$ cat config.mk
export PLATFORM = sky130hd
export DESIGN_NAME = pnp_config_register_bank
export DESIGN_NICKNAME = d
export VERILOG_FILES = /design/src/pnp_cfg_pkg.sv /design/src/pnp_config_register_bank.sv
export SDC_FILE = /design/constraint.sdc
export NUM_CORES = 1
export LEC_CHECK = 0
export ABC_AREA = 1
export BUFFER_PORTS_ARGS = -buffer_cell sky130_fd_sc_hd__buf_2
export CAP_MARGIN = 10
export CORE_ASPECT_RATIO = 1.5
export CORE_MARGIN = 2
export CORE_UTILIZATION = 45
export DETAILED_ROUTE_END_ITERATION = 10
export GPL_TIMING_DRIVEN = 0
export PLACE_DENSITY = 0.75
export SLEW_MARGIN = 10
export SYNTH_ARGS = -nofsm -noshare
export SYNTH_HDL_FRONTEND = slang
export SYNTH_SLANG_ARGS = --single-unit
export TNS_END_PERCENT = 1
$ cat constraint.sdc
create_clock -name sys_clk_in -period 5 [get_ports sys_clk_in]
set_clock_uncertainty 0.05 [all_clocks]
set_input_delay 1.25 -clock sys_clk_in [delete_from_list [all_inputs] [get_ports sys_clk_in]]
set_output_delay 1.25 -clock sys_clk_in [all_outputs]
set_load 0.03 [all_outputs]
$ cat src/pnp_cfg_pkg.sv
package pnp_cfg_pkg;

  // bus geometry
  localparam int          NUM_LD    = 3;
  localparam int          WB_ADR_W  = 10;
  localparam int          WB_DAT_W  = 32;
  localparam int          IDX_LSB   = 2;
  localparam int          SEL_LOW   = 0;

  // card level register indices
  localparam logic [7:0]  IDX_RD_PORT  = 8'h00;
  localparam logic [7:0]  IDX_ISOL     = 8'h01;
  localparam logic [7:0]  IDX_CTRL     = 8'h02;
  localparam logic [7:0]  IDX_WAKE     = 8'h03;
  localparam logic [7:0]  IDX_RES_DATA = 8'h04;
  localparam logic [7:0]  IDX_STATUS   = 8'h05;
  localparam logic [7:0]  IDX_CSN      = 8'h06;
  localparam logic [7:0]  IDX_LDN      = 8'h07;
  localparam logic [7:0]  IDX_CHIP_ID  = 8'h20;
  localparam logic [7:0]  IDX_CFG_ONE  = 8'h21;
  localparam logic [7:0]  IDX_CFG_TWO  = 8'h22;
  localparam logic [7:0]  IDX_CS_INDEX = 8'h23;
  localparam logic [7:0]  IDX_CS_DATA  = 8'h24;
  localparam logic [7:0]  IDX_CHIP_REV = 8'h27;

  // logical device register indices
  localparam logic [7:0]  IDX_ACT      = 8'h30;
  localparam logic [7:0]  IDX_RANGE    = 8'h31;
  localparam logic [7:0]  IDX_BASE_HI  = 8'h60;
  localparam logic [7:0]  IDX_BASE_LO  = 8'h61;
  localparam logic [7:0]  IDX_CMD_HI   = 8'h62;
  localparam logic [7:0]  IDX_CMD_LO   = 8'h63;
  localparam logic [7:0]  IDX_ISEL     = 8'h70;
  localparam logic [7:0]  IDX_ITYPE    = 8'h71;
  localparam logic [7:0]  IDX_DMA0     = 8'h74;
  localparam logic [7:0]  IDX_DMA1     = 8'h75;
  localparam logic [7:0]  IDX_VENDOR   = 8'hF0;

  // logical device numbers
  localparam logic [7:0]  LD_KBD       = 8'h00;
  localparam logic [7:0]  LD_MOUSE     = 8'h01;
  localparam logic [7:0]  LD_CLOCK     = 8'h02;
  localparam logic [7:0]  LD_COUNT     = 8'h03;

  // field positions and masks
  localparam int          CTRL_SOFT_RST_BIT = 0;
  localparam int          ACT_BIT           = 0;
  localparam int          ITYPE_LEVEL_BIT   = 0;
  localparam int          ITYPE_HIGH_BIT    = 1;
  localparam logic [7:0]  ACT_WMASK         = 8'h01;
  localparam logic [7:0]  RANGE_WMASK       = 8'h03;
  localparam logic [7:0]  BYTE_ZERO         = 8'h00;
  localparam logic [7:0]  DMA_NONE          = 8'h04;
  localparam logic [7:0]  VENDOR_RST        = 8'h00;

  // per device reset values and writable masks, index = logical device
  localparam logic [NUM_LD-1:0][7:0] BASE_LO_RST   = {8'h70, 8'h00, 8'h60};
  localparam logic [NUM_LD-1:0][7:0] BASE_LO_WMASK = {8'hFE, 8'h00, 8'hFB};
  localparam logic [7:0]             CMD_LO_RST    = 8'h64;
  localparam logic [7:0]             CMD_LO_WMASK  = 8'hFB;
  localparam logic [NUM_LD-1:0][7:0] ISEL_RST      = {8'h08, 8'h0C, 8'h01};
  localparam logic [NUM_LD-1:0][7:0] ITYPE_RST     = {8'h00, 8'h02, 8'h02};
  localparam logic [NUM_LD-1:0][7:0] ITYPE_WMASK   = {8'h02, 8'h03, 8'h03};

  // one logical device's register set
  typedef struct packed {
    logic [7:0] act;
    logic [7:0] range_chk;
    logic [7:0] base_hi;
    logic [7:0] base_lo;
    logic [7:0] cmd_hi;
    logic [7:0] cmd_lo;
    logic [7:0] isel;
    logic [7:0] itype;
    logic [7:0] vendor;
  } ld_regs_s;

  // classic wishbone request and answer
  typedef struct packed {
    logic                cyc;
    logic                stb;
    logic                we;
    logic [WB_ADR_W-1:0] adr;
    logic [3:0]          sel;
    logic [WB_DAT_W-1:0] dat;
  } wb_req_s;

  typedef struct packed {
    logic                ack;
    logic [WB_DAT_W-1:0] dat;
  } wb_rsp_s;

  // decoded settings handed to each logical device
  typedef struct packed {
    logic        active;
    logic [15:0] base;
    logic [15:0] cmd_base;
    logic [3:0]  irq_level;
    logic        irq_is_level;
    logic        irq_high;
    logic [1:0]  range_chk;
  } ld_cfg_s;

endpackage : pnp_cfg_pkg

$ cat src/pnp_config_register_bank.sv
// Behaviour
// - writing 1 to bit 0 of the config control register soft-resets the configuration.
// - vendor registers 21h-24h and each device's F0h survive a soft reset.
// - card select number 06h and device number 07h are read/write, 00h after hard reset.
// - keyboard data base low resets to 60h; its bit 2 always reads 0.
// - keyboard command base low resets to 64h; its bit 2 always reads 1.
// - keyboard irq select resets 01h; irq type resets 02h, only bits 1:0 writable.
// - keyboard activate resets to the strap bit, and power enable gates it.
// - mouse irq pin is never asserted while the mouse device is inactive.
// - mouse activation never blocks host commands for the pointing device.
// - mouse irq select resets 0Ch; irq type resets 02h, only bits 1:0 writable.
// - dma select registers 74h and 75h read 04h for all three devices.
// - clock power control keeps running whatever the clock activate bit says.
// - clock base low resets to 70h; its bit 0 always reads 0.
// - clock irq select resets 08h; irq type resets 00h, only bit 1 writable.
// - irq type bit 0 picks edge or level, bit 1 low open-drain or high push-pull.
//
// Implementation choice: the Wishbone register port.
module pnp_config_register_bank
  import pnp_cfg_pkg::*;
#(
  parameter logic [7:0] CHIP_ID  = 8'hA5, // arbitrary value
  parameter logic [7:0] CHIP_REV = 8'h01  // arbitrary value
) (
  // clock and reset
  input  wire logic                   sys_clk_in,
  input  wire logic                   nrst_in,
  // wishbone slave
  input  wire wb_req_s                wb_req_in,
  output wb_rsp_s                     wb_rsp_out,
  // straps and power management enables
  input  wire logic                   strap_config_bit_in,
  input  wire logic                   kbd_power_enable_in,
  input  wire logic                   clock_power_enable_in,
  // interrupt requests from the controller, index 0 keyboard, 1 mouse
  input  wire logic [1:0]             irq_req_in,
  output logic      [1:0]             irq_pin_out,
  output logic      [1:0]             irq_pin_oe_out,
  // pointing device command path
  input  wire logic                   aux_cmd_req_in,
  output logic                        aux_cmd_accept_out,
  // decoded device settings
  output ld_cfg_s   [NUM_LD-1:0]      ld_cfg_out,
  output logic                        clock_power_control_out
);

  // whole state of the bank
  typedef struct packed {
    ld_regs_s [NUM_LD-1:0] ld;
    logic [7:0]            card_select_number;
    logic [7:0]            ldn;
    logic [7:0]            wake;
    logic [7:0]            rd_port;
    logic [3:0][7:0]       chip_cfg;
    logic                  init_done;
    logic                  ack;
    logic [7:0]            rdata;
  } bank_state_s;

  bank_state_s s_q;
  bank_state_s s_d;

  logic [7:0]  idx;
  logic        req;
  logic        commit_wr;
  logic        soft_rst;
  logic        ldn_ok;
  logic [1:0]  ld_sel;

  // soft/hard default of one logical device, vendor byte kept by caller
  function automatic ld_regs_s ld_default(input int ld, input logic strap, input logic [7:0] vend);
    ld_regs_s r;
    r           = '0;
    r.act       = (ld == int'(LD_MOUSE)) ? BYTE_ZERO : {7'h00, strap};
    r.range_chk = BYTE_ZERO;
    r.base_hi   = BYTE_ZERO;
    r.base_lo   = BASE_LO_RST[ld];
    r.cmd_hi    = BYTE_ZERO;
    r.cmd_lo    = (ld == int'(LD_KBD)) ? CMD_LO_RST : BYTE_ZERO;
    r.isel      = ISEL_RST[ld];
    r.itype     = ITYPE_RST[ld];
    r.vendor    = vend;
    return r;
  endfunction : ld_default

  // merge write data into writable bits only
  function automatic logic [7:0] merge(input logic [7:0] old, input logic [7:0] wd, input logic [7:0] wm);
    return (wd & wm) | (old & ~wm);
  endfunction : merge

  // register write into one logical device, absent registers ignore it
  function automatic ld_regs_s ld_write(input ld_regs_s r, input int ld, input logic [7:0] i,
                                        input logic [7:0] wd);
    ld_regs_s n;
    logic     kbd;
    logic     mou;
    n   = r;
    kbd = (ld == int'(LD_KBD));
    mou = (ld == int'(LD_MOUSE));
    case (i)
      IDX_ACT:     n.act = merge(r.act, wd, ACT_WMASK);
      IDX_RANGE:   if (!mou) n.range_chk = merge(r.range_chk, wd, RANGE_WMASK);
      IDX_BASE_HI: if (!mou) n.base_hi = wd;
      IDX_BASE_LO: if (!mou) n.base_lo = merge(r.base_lo, wd, BASE_LO_WMASK[ld]);
      IDX_CMD_HI:  if (kbd) n.cmd_hi = wd;
      IDX_CMD_LO:  if (kbd) n.cmd_lo = merge(r.cmd_lo, wd, CMD_LO_WMASK);
      IDX_ISEL:    n.isel = wd;
      IDX_ITYPE:   n.itype = merge(r.itype, wd, ITYPE_WMASK[ld]);
      IDX_VENDOR:  if (kbd) n.vendor = wd;
      default:     n = r;
    endcase
    return n;
  endfunction : ld_write

  // read of one logical device register
  function automatic logic [7:0] ld_read(input ld_regs_s r, input int ld, input logic [7:0] i);
    logic       kbd;
    logic       mou;
    logic [7:0] v;
    kbd = (ld == int'(LD_KBD));
    mou = (ld == int'(LD_MOUSE));
    v   = BYTE_ZERO;
    case (i)
      IDX_ACT:     v = r.act;
      IDX_RANGE:   v = mou ? BYTE_ZERO : r.range_chk;
      IDX_BASE_HI: v = mou ? BYTE_ZERO : r.base_hi;
      IDX_BASE_LO: v = mou ? BYTE_ZERO : r.base_lo;
      IDX_CMD_HI:  v = kbd ? r.cmd_hi : BYTE_ZERO;
      IDX_CMD_LO:  v = kbd ? r.cmd_lo : BYTE_ZERO;
      IDX_ISEL:    v = r.isel;
      IDX_ITYPE:   v = r.itype;
      IDX_DMA0,
      IDX_DMA1:    v = DMA_NONE;
      IDX_VENDOR:  v = kbd ? r.vendor : BYTE_ZERO;
      default:     v = BYTE_ZERO;
    endcase
    return v;
  endfunction : ld_read

  // request decode
  assign idx       = wb_req_in.adr[IDX_LSB +: 8];
  assign req       = wb_req_in.cyc & wb_req_in.stb;
  assign commit_wr = req & wb_req_in.we & s_q.ack & wb_req_in.sel[SEL_LOW];
  assign soft_rst  = commit_wr & (idx == IDX_CTRL) & wb_req_in.dat[CTRL_SOFT_RST_BIT];
  assign ldn_ok    = (s_q.ldn < LD_COUNT);
  assign ld_sel    = s_q.ldn[1:0];

  // next state
  always_comb begin
    s_d     = s_q;
    s_d.ack = req & ~s_q.ack;
    // first cycle after hard reset release catches the strap
    if (!s_q.init_done) begin
      s_d.init_done = 1'b1;
      for (int k = 0; k < NUM_LD; k++) begin
        s_d.ld[k] = ld_default(k, strap_config_bit_in, VENDOR_RST);
      end
    end
    // read data is captured when the request is first seen
    if (req && !s_q.ack) begin
      case (idx)
        IDX_CSN:      s_d.rdata = s_q.card_select_number;
        IDX_LDN:      s_d.rdata = s_q.ldn;
        IDX_CHIP_ID:  s_d.rdata = CHIP_ID;
        IDX_CFG_ONE,
        IDX_CFG_TWO,
        IDX_CS_INDEX,
        IDX_CS_DATA:  s_d.rdata = s_q.chip_cfg[idx[1:0] - 2'd1];
        IDX_CHIP_REV: s_d.rdata = CHIP_REV;
        default: begin
          if (idx >= IDX_ACT && ldn_ok) begin
            s_d.rdata = ld_read(s_q.ld[ld_sel], int'(ld_sel), idx);
          end else begin
            s_d.rdata = BYTE_ZERO;
          end
        end
      endcase
    end
    // writes take effect at the acknowledging edge
    if (commit_wr) begin
      case (idx)
        IDX_RD_PORT:  s_d.rd_port = wb_req_in.dat[7:0];
        IDX_WAKE:     s_d.wake    = wb_req_in.dat[7:0];
        IDX_CSN:      s_d.card_select_number     = wb_req_in.dat[7:0];
        IDX_LDN:      s_d.ldn     = wb_req_in.dat[7:0];
        IDX_CFG_ONE,
        IDX_CFG_TWO,
        IDX_CS_INDEX,
        IDX_CS_DATA:  s_d.chip_cfg[idx[1:0] - 2'd1] = wb_req_in.dat[7:0];
        default: begin
          if (idx >= IDX_ACT && ldn_ok) begin
            s_d.ld[ld_sel] = ld_write(s_q.ld[ld_sel], int'(ld_sel), idx, wb_req_in.dat[7:0]);
          end
        end
      endcase
    end
    // soft reset restores device defaults but keeps vendor bytes
    if (soft_rst) begin
      for (int k = 0; k < NUM_LD; k++) begin
        s_d.ld[k] = ld_default(k, strap_config_bit_in, s_q.ld[k].vendor);
      end
    end
  end

  // state register, hard reset to constants
  always_ff @(posedge sys_clk_in or negedge nrst_in) begin
    if (!nrst_in) begin
      s_q <= '0;
    end else begin
      s_q <= s_d;
    end
  end

  // bus answer
  assign wb_rsp_out.ack = s_q.ack;
  assign wb_rsp_out.dat = {{(WB_DAT_W-8){1'b0}}, s_q.rdata};

  // decoded settings per logical device
  logic [NUM_LD-1:0] dev_on;
  assign dev_on[LD_KBD[1:0]]   = s_q.ld[LD_KBD[1:0]].act[ACT_BIT] & kbd_power_enable_in;
  assign dev_on[LD_MOUSE[1:0]] = s_q.ld[LD_MOUSE[1:0]].act[ACT_BIT] & kbd_power_enable_in;
  assign dev_on[LD_CLOCK[1:0]] = s_q.ld[LD_CLOCK[1:0]].act[ACT_BIT] & clock_power_enable_in;

  genvar g;
  generate
    for (g = 0; g < NUM_LD; g++) begin : g_cfg
      assign ld_cfg_out[g].active       = dev_on[g];
      assign ld_cfg_out[g].base         = {s_q.ld[g].base_hi, s_q.ld[g].base_lo};
      assign ld_cfg_out[g].cmd_base     = {s_q.ld[g].cmd_hi, s_q.ld[g].cmd_lo};
      assign ld_cfg_out[g].irq_level    = s_q.ld[g].isel[3:0];
      assign ld_cfg_out[g].irq_is_level = s_q.ld[g].itype[ITYPE_LEVEL_BIT];
      assign ld_cfg_out[g].irq_high     = s_q.ld[g].itype[ITYPE_HIGH_BIT];
      assign ld_cfg_out[g].range_chk    = s_q.ld[g].range_chk[1:0];
    end
    // irq pin drivers for keyboard and mouse
    for (g = 0; g < 2; g++) begin : g_irq
      logic fire;
      assign fire = irq_req_in[g] & dev_on[g];
      assign irq_pin_out[g]    = s_q.ld[g].itype[ITYPE_HIGH_BIT] & fire;
      assign irq_pin_oe_out[g] = s_q.ld[g].itype[ITYPE_HIGH_BIT] | fire;
    end
  endgenerate

  // pointing device commands depend on the controller, not the mouse activate bit
  assign aux_cmd_accept_out = aux_cmd_req_in & kbd_power_enable_in;

  // clock power control follows its enable only
  assign clock_power_control_out = clock_power_enable_in;
endmodule : pnp_config_register_bank

== Yosys cells after proc, flatten, opt, wreduce, memory -nomap -nowiden ==
Index checks and enable logic that the tools add are counted.
Word-level totals
  register bits: 290
  bits in latches: 0
  memory bits (writable): 0
  bits in read-only memories: 0
  input port bits: 57
  output and inout bits: 162
  logic and storage cells: 187
  memories kept: 0
Cells by class
  add/subtract/negate cells: 1
  $mul: 0
  div/mod/pow operators: 0
  $lt $le $gt $ge: 7
  equal/unequal tests: 22
  shifts and indexed selects: 0
  multiplexer cells: 75
  bitwise operators: 29
  reduce and logical (&&, ||, !) cells: 15
Operators with widths (count)
  two-way mux 216 bit: 4
  two-way mux 8 bit: 57
  two-way mux 280 bit: 1
  bitwise mux 216 bit: 1
  binary-select mux 72 bit (select 2 bit): 1
  demux 72 bit (select 2 bit): 1
  two-way mux 72 bit: 2
  one-hot mux 8 bit (10 select lines): 1
  == test 8 x 6 -> 1 bit, second input constant: 8
  == test 8 x 7 -> 1 bit, second input constant: 8
  binary-select mux 8 bit (select 2 bit): 3
  one-hot mux 8 bit (5 select lines): 1
  bitwise AND 8 bit: 4
  bitwise mux 32 bit: 1
  two-way mux 32 bit: 1
  demux 8 bit (select 2 bit): 1
  == test 8 x 2 -> 1 bit, second input constant: 2
  == test 8 x 3 -> 1 bit, second input constant: 2
  NOT 8 bit: 2
  bitwise OR 8 bit: 2
  bitwise AND 1 bit: 15
  AND reduction 2 bit: 5
  less-than comparator 2 x 3 -> 1 bit, second input constant: 3
  == test 8 bit, second input constant: 1
  other kinds (17): 22

== Logic depth before layout (Yosys ltp) ==
  depth in word-level cells: 15
  depth in mapped cells: 14
  mapped depth without buffers: 12

== Worst setup path after synthesis ==
Ideal clock, no wire load.
  path type: input to register
  start point: input port wb_req_in[38] (netlist bit)
  end point: register s_q[76] (netlist bit)
  setup time: 0.113 ns
  arrival: 3.166 ns
  data required time: 4.837 ns
  path slack: 1.672 ns
  stages: 14
  buffers on the path: 3
  path through: clkbuf_1 inv_1 clkbuf_1 ha_1 nand2_4 nor2_2 nand2_1 clkbuf_1 o21ai_0 nand2_1 nand2_1 nand3_1 nand2_1 inv_1
Between the ends
  cells in the longest elaborated chain, start to end: 9
  elaborated cells on any way between the ends: 23
  classes of those cells: 1 x order compare; 9 x eq/ne; 8 x mux; 2 x bitwise; 3 x reduce/logical
Ends and longest elaborated chain
  start, declared: line pnp_config_register_bank.sv:29  | input wire wb_req_s wb_req_in,
  == test 8 bit: line pnp_config_register_bank.sv:100  | case (i)
  two-way mux 8 bit: line pnp_config_register_bank.sv:100
  two-way mux 8 bit: line pnp_config_register_bank.sv:191  | if (idx >= IDX_ACT && ldn_ok) begin
  two-way mux 8 bit: line pnp_config_register_bank.sv:181  | case (idx)
  two-way mux 8 bit: line pnp_config_register_bank.sv:180  | if (commit_wr) begin
  bitwise mux 216 bit: line pnp_config_register_bank.sv:192  | s_d.ld[ld_sel] = ld_write(s_q.ld[ld_sel], int'(ld_sel), idx, wb_req_in.dat[7:0]);
  two-way mux 216 bit: line pnp_config_register_bank.sv:191
  two-way mux 216 bit: line pnp_config_register_bank.sv:181
  two-way mux 280 bit: line pnp_config_register_bank.sv:180
  end signal, assigned: line pnp_config_register_bank.sv:208  | s_q <= '0;
  end signal, assigned: line pnp_config_register_bank.sv:210  | s_q <= s_d;
  end, declared: line pnp_config_register_bank.sv:60  | bank_state_s s_q;
Parallel ways exist; a longest one is shown, timed or not. The select of a mux whose other input is x is not followed.
A chain may end at the register's enable or synchronous reset.

==> flow_summary.yaml <==
outcome:
  status: "completed"
floorplanning:
  initial_core_util_pct: 45.3
  fp-row-count: 87
  core-area_mm2: 0.0373
  ioPinCount: 219
  fp.dieW_um: 162
  die_h_um: 242
  design.die.area_mm2: 0.0392
grt:
  antenna_found_initial: 0
  grt_pass1_vias: 17200
  grt_max_degree: 109
  gr-usage-all-layers_pct: 35.1
  overflow: 0
  grt_pass1_wl_um: 104000
logic_synthesis:
  ys_warn_count: 0
  ys_ff_latch: 274
  netlist_area_mm2: 0.0169
  ys_types: 36
  synth_edf_count: 0
  synth-seq-area-share_pct: 40.5
  syn_inst: 2438
  syn_avg_cell_area_um2: 6.94
  synth-async-reset-ratio_pct: 100
  synthFlopType: "dfrtp_1"
critical_path:
  crit_path_start_kind: "input pin"
  crit_arrival_ns: 4.45
  worstPathRequired_ns: 5.47
  endpoint_kind: "flop"
  r2r_slack_ns: 2.12
  crit_fanout: 13
  path_class: "in2reg"
clock_network:
  cts.reportedPaths.clkPinSlew_ns: 0.07
  cts_resized: 0
  cts_tree: "yes"
  post_cts_buffers: 0
  cts-hold-fix-buffers: 0
  clock_latency_ns: 0.60
  h-tree-depth: 1
  cts_buffers: 29
  cts_sinks: 274
  clockBufferDepth: 3
  ctsRootBufferMaster: "clkbuf_16"
worst_hold_path:
  hold_path_class: "reg2reg"
sta:
  period_needed_ns: 3.98
  hold_ws_ns: 0.435
  fmax_ghz: 0.251
  period_share_pct: 79.6
  slew_violations: 0
  hold_viol: 0
  slew-limit-headroom_pct: 25.6
  rsz0062_at_grt: "no"
  max_slew.worst_pin.slew_ns: 1.12
  setup_viol: 0
power:
  peakVddDrop_mv: 0.198
  pwr_density_cell_mw_per_mm2: 250
  power.static_leakage_nw: 10.3
  total_power_mw: 4.86
drt:
  firstDrtPassIters: 6
  via_per_inst: 5.60
  vias: 17700
  drc: 0
  drt-initial-drc-count: 2126
  ant_nets: 0
  wl_um: 69200
  wl_per_cell_um: 21.9
placed_design:
  hpwl_um: 51100
  place_congestion: 1.01
  port_buffers: 165
  dp.cells: 3117
final_layout:
  finalNonFillerCells: 3166
  drive_above_1_share_pct: 18.1
  n_fill_cell: 3746
  syn2layout_area_growth_pct: 14.9
  nets: 2724
  diodes: 0
  final_core_util_pct: 52.1
job:
  drv_cap: 0
==> synthesized netlist by cell type (all sizes together) (7+ instances only) <==
library cell / n / share of area (%)
dfrtp: 274 / 41
o21ai: 260 / 7.7
inv: 131 / 2.9
nand2: 885 / 20
clkbuf: 70 / 1.6
buf: 235 / 9.6
or2: 7 / 0.26
nand3: 124 / 3.8
a21oi: 205 / 6.2
nor2: 177 / 4.4
o211ai: 30 / 1.3
ha: 8 / 0.59
nor3: 8 / 0.37
==> cell families (layout without fill, tap and decap cells) <==
group                      count (synthesis)  after routing  share of synthesized area, %
and+or+nand+nor                         1210           1210                          29.0
AOI/OAI and AO/OA                        508            508                          15.8
DFF                                      274            274                          40.5
adders and majority gates                  8              8                         0.591
other                                      2             25                        0.0444
buffers and inverters                    436            652                          14.1
==> worst paths after layout <==
kind | from | endpoint | cells after the start
setup reg to reg | ld_sel[1]$_DFFE_PN0P_ | wb_rsp_out[4]$_DFFE_PN0P_ | 10
max in group asynchronous | nrst_in | ld_cfg_out[117]$_DFF_PN0_ | 3
hold / removal | flop | flop | 2
setup / recovery | wb_req_in[38] | ld_cfg_out[44]$_DFF_PN0_ | 12
min in group asynchronous | nrst_in | s_q[229]$_DFF_PN0_ | 1
hold reg to reg | flop | flop | 2
==> critical path, stage by stage <==
cell	delay, ns
buf_2	0.17
clkbuf_1	0.31
inv_1	0.22
clkbuf_1	0.32
ha_1	0.35
nand2_1	0.18
nor2_1	0.09
nand3_2	0.19
buf_2	0.30
buf_1	0.71
nand2_1	0.18
a21oi_1	0.16
==> where the power goes <==
group | switching (mW) | internal [mW]
combinational | 0.296 | 0.104
sequential | 0.0184 | 2.24
clock | 0.972 | 1.23
total | 1.29 | 3.58
==> routing by layer <==
| layer | track usage [%] | share of wire [%] | up-vias |
|---|---|---|---|
| met5 | 0 | 0 | - |
| met1 | 41.2 | 36 | 8246 |
| met3 | 5.54 | 8.6 | 294 |
| li1 | - | - | 8091 |
| met4 | 25.0 | 7.9 | 0 |
| met2 | 57.9 | 48 | 1086 |
==> area by class of cell <==
class | count | area (um2) | share of cell area, %
buffer | 305 | 1890 | 9.74
tap | 489 | 612 | 3.15
clock buffer | 44 | 862 | 4.43
timing repair buffer | 167 | 891 | 4.58
clock inverter | 5 | 67.6 | 0.348
inverter | 131 | 494 | 2.54
multi-input combinational | 1751 | 7760 | 39.9
sequential | 274 | 6860 | 35.3
==> cell usage in the layout (no fill, tap or decap), types with 2 or more instances in the layout <==
master / count
a21oi_1: 201
a21oi_2: 3
nor2_1: 159
dfrtp_1: 274
buf_16: 2
clkbuf_16: 29
o21ai_1: 20
o21a_1: 2
inv_1: 124
nor2_2: 11
a221oi_1: 2
buf_4: 159
a31oi_1: 5
and2_1: 4
nand2_1: 877
nand4_1: 5
ha_1: 8
buf_2: 220
nor2_4: 7
nor3_4: 2
nand2_2: 6
nand2_4: 2
buf_6: 11
a22oi_1: 3
inv_2: 6
or2_2: 7
buf_1: 9
clkinv_2: 2
nand3_2: 2
nand3_1: 121
o21ai_0: 240
o211ai_1: 30
clkbuf_1: 77
nor3_1: 6
conb_1: 25
clkbuf_8: 8
==> metrics by stage <==
stage	cell area, um2	TNS, ns	setup WS, ns
3_3_place_gp	18400	-703.16	-2.60
2_1_floorplan	17000	0	1.67
3_5_place_dp	18500	0	0.539
4_1_cts	19400	0	1.14
5_1_grt	19400	0	0.897
6_report	19400	0	1.02
No activity file was read; power rests on OpenSTA's default activity.
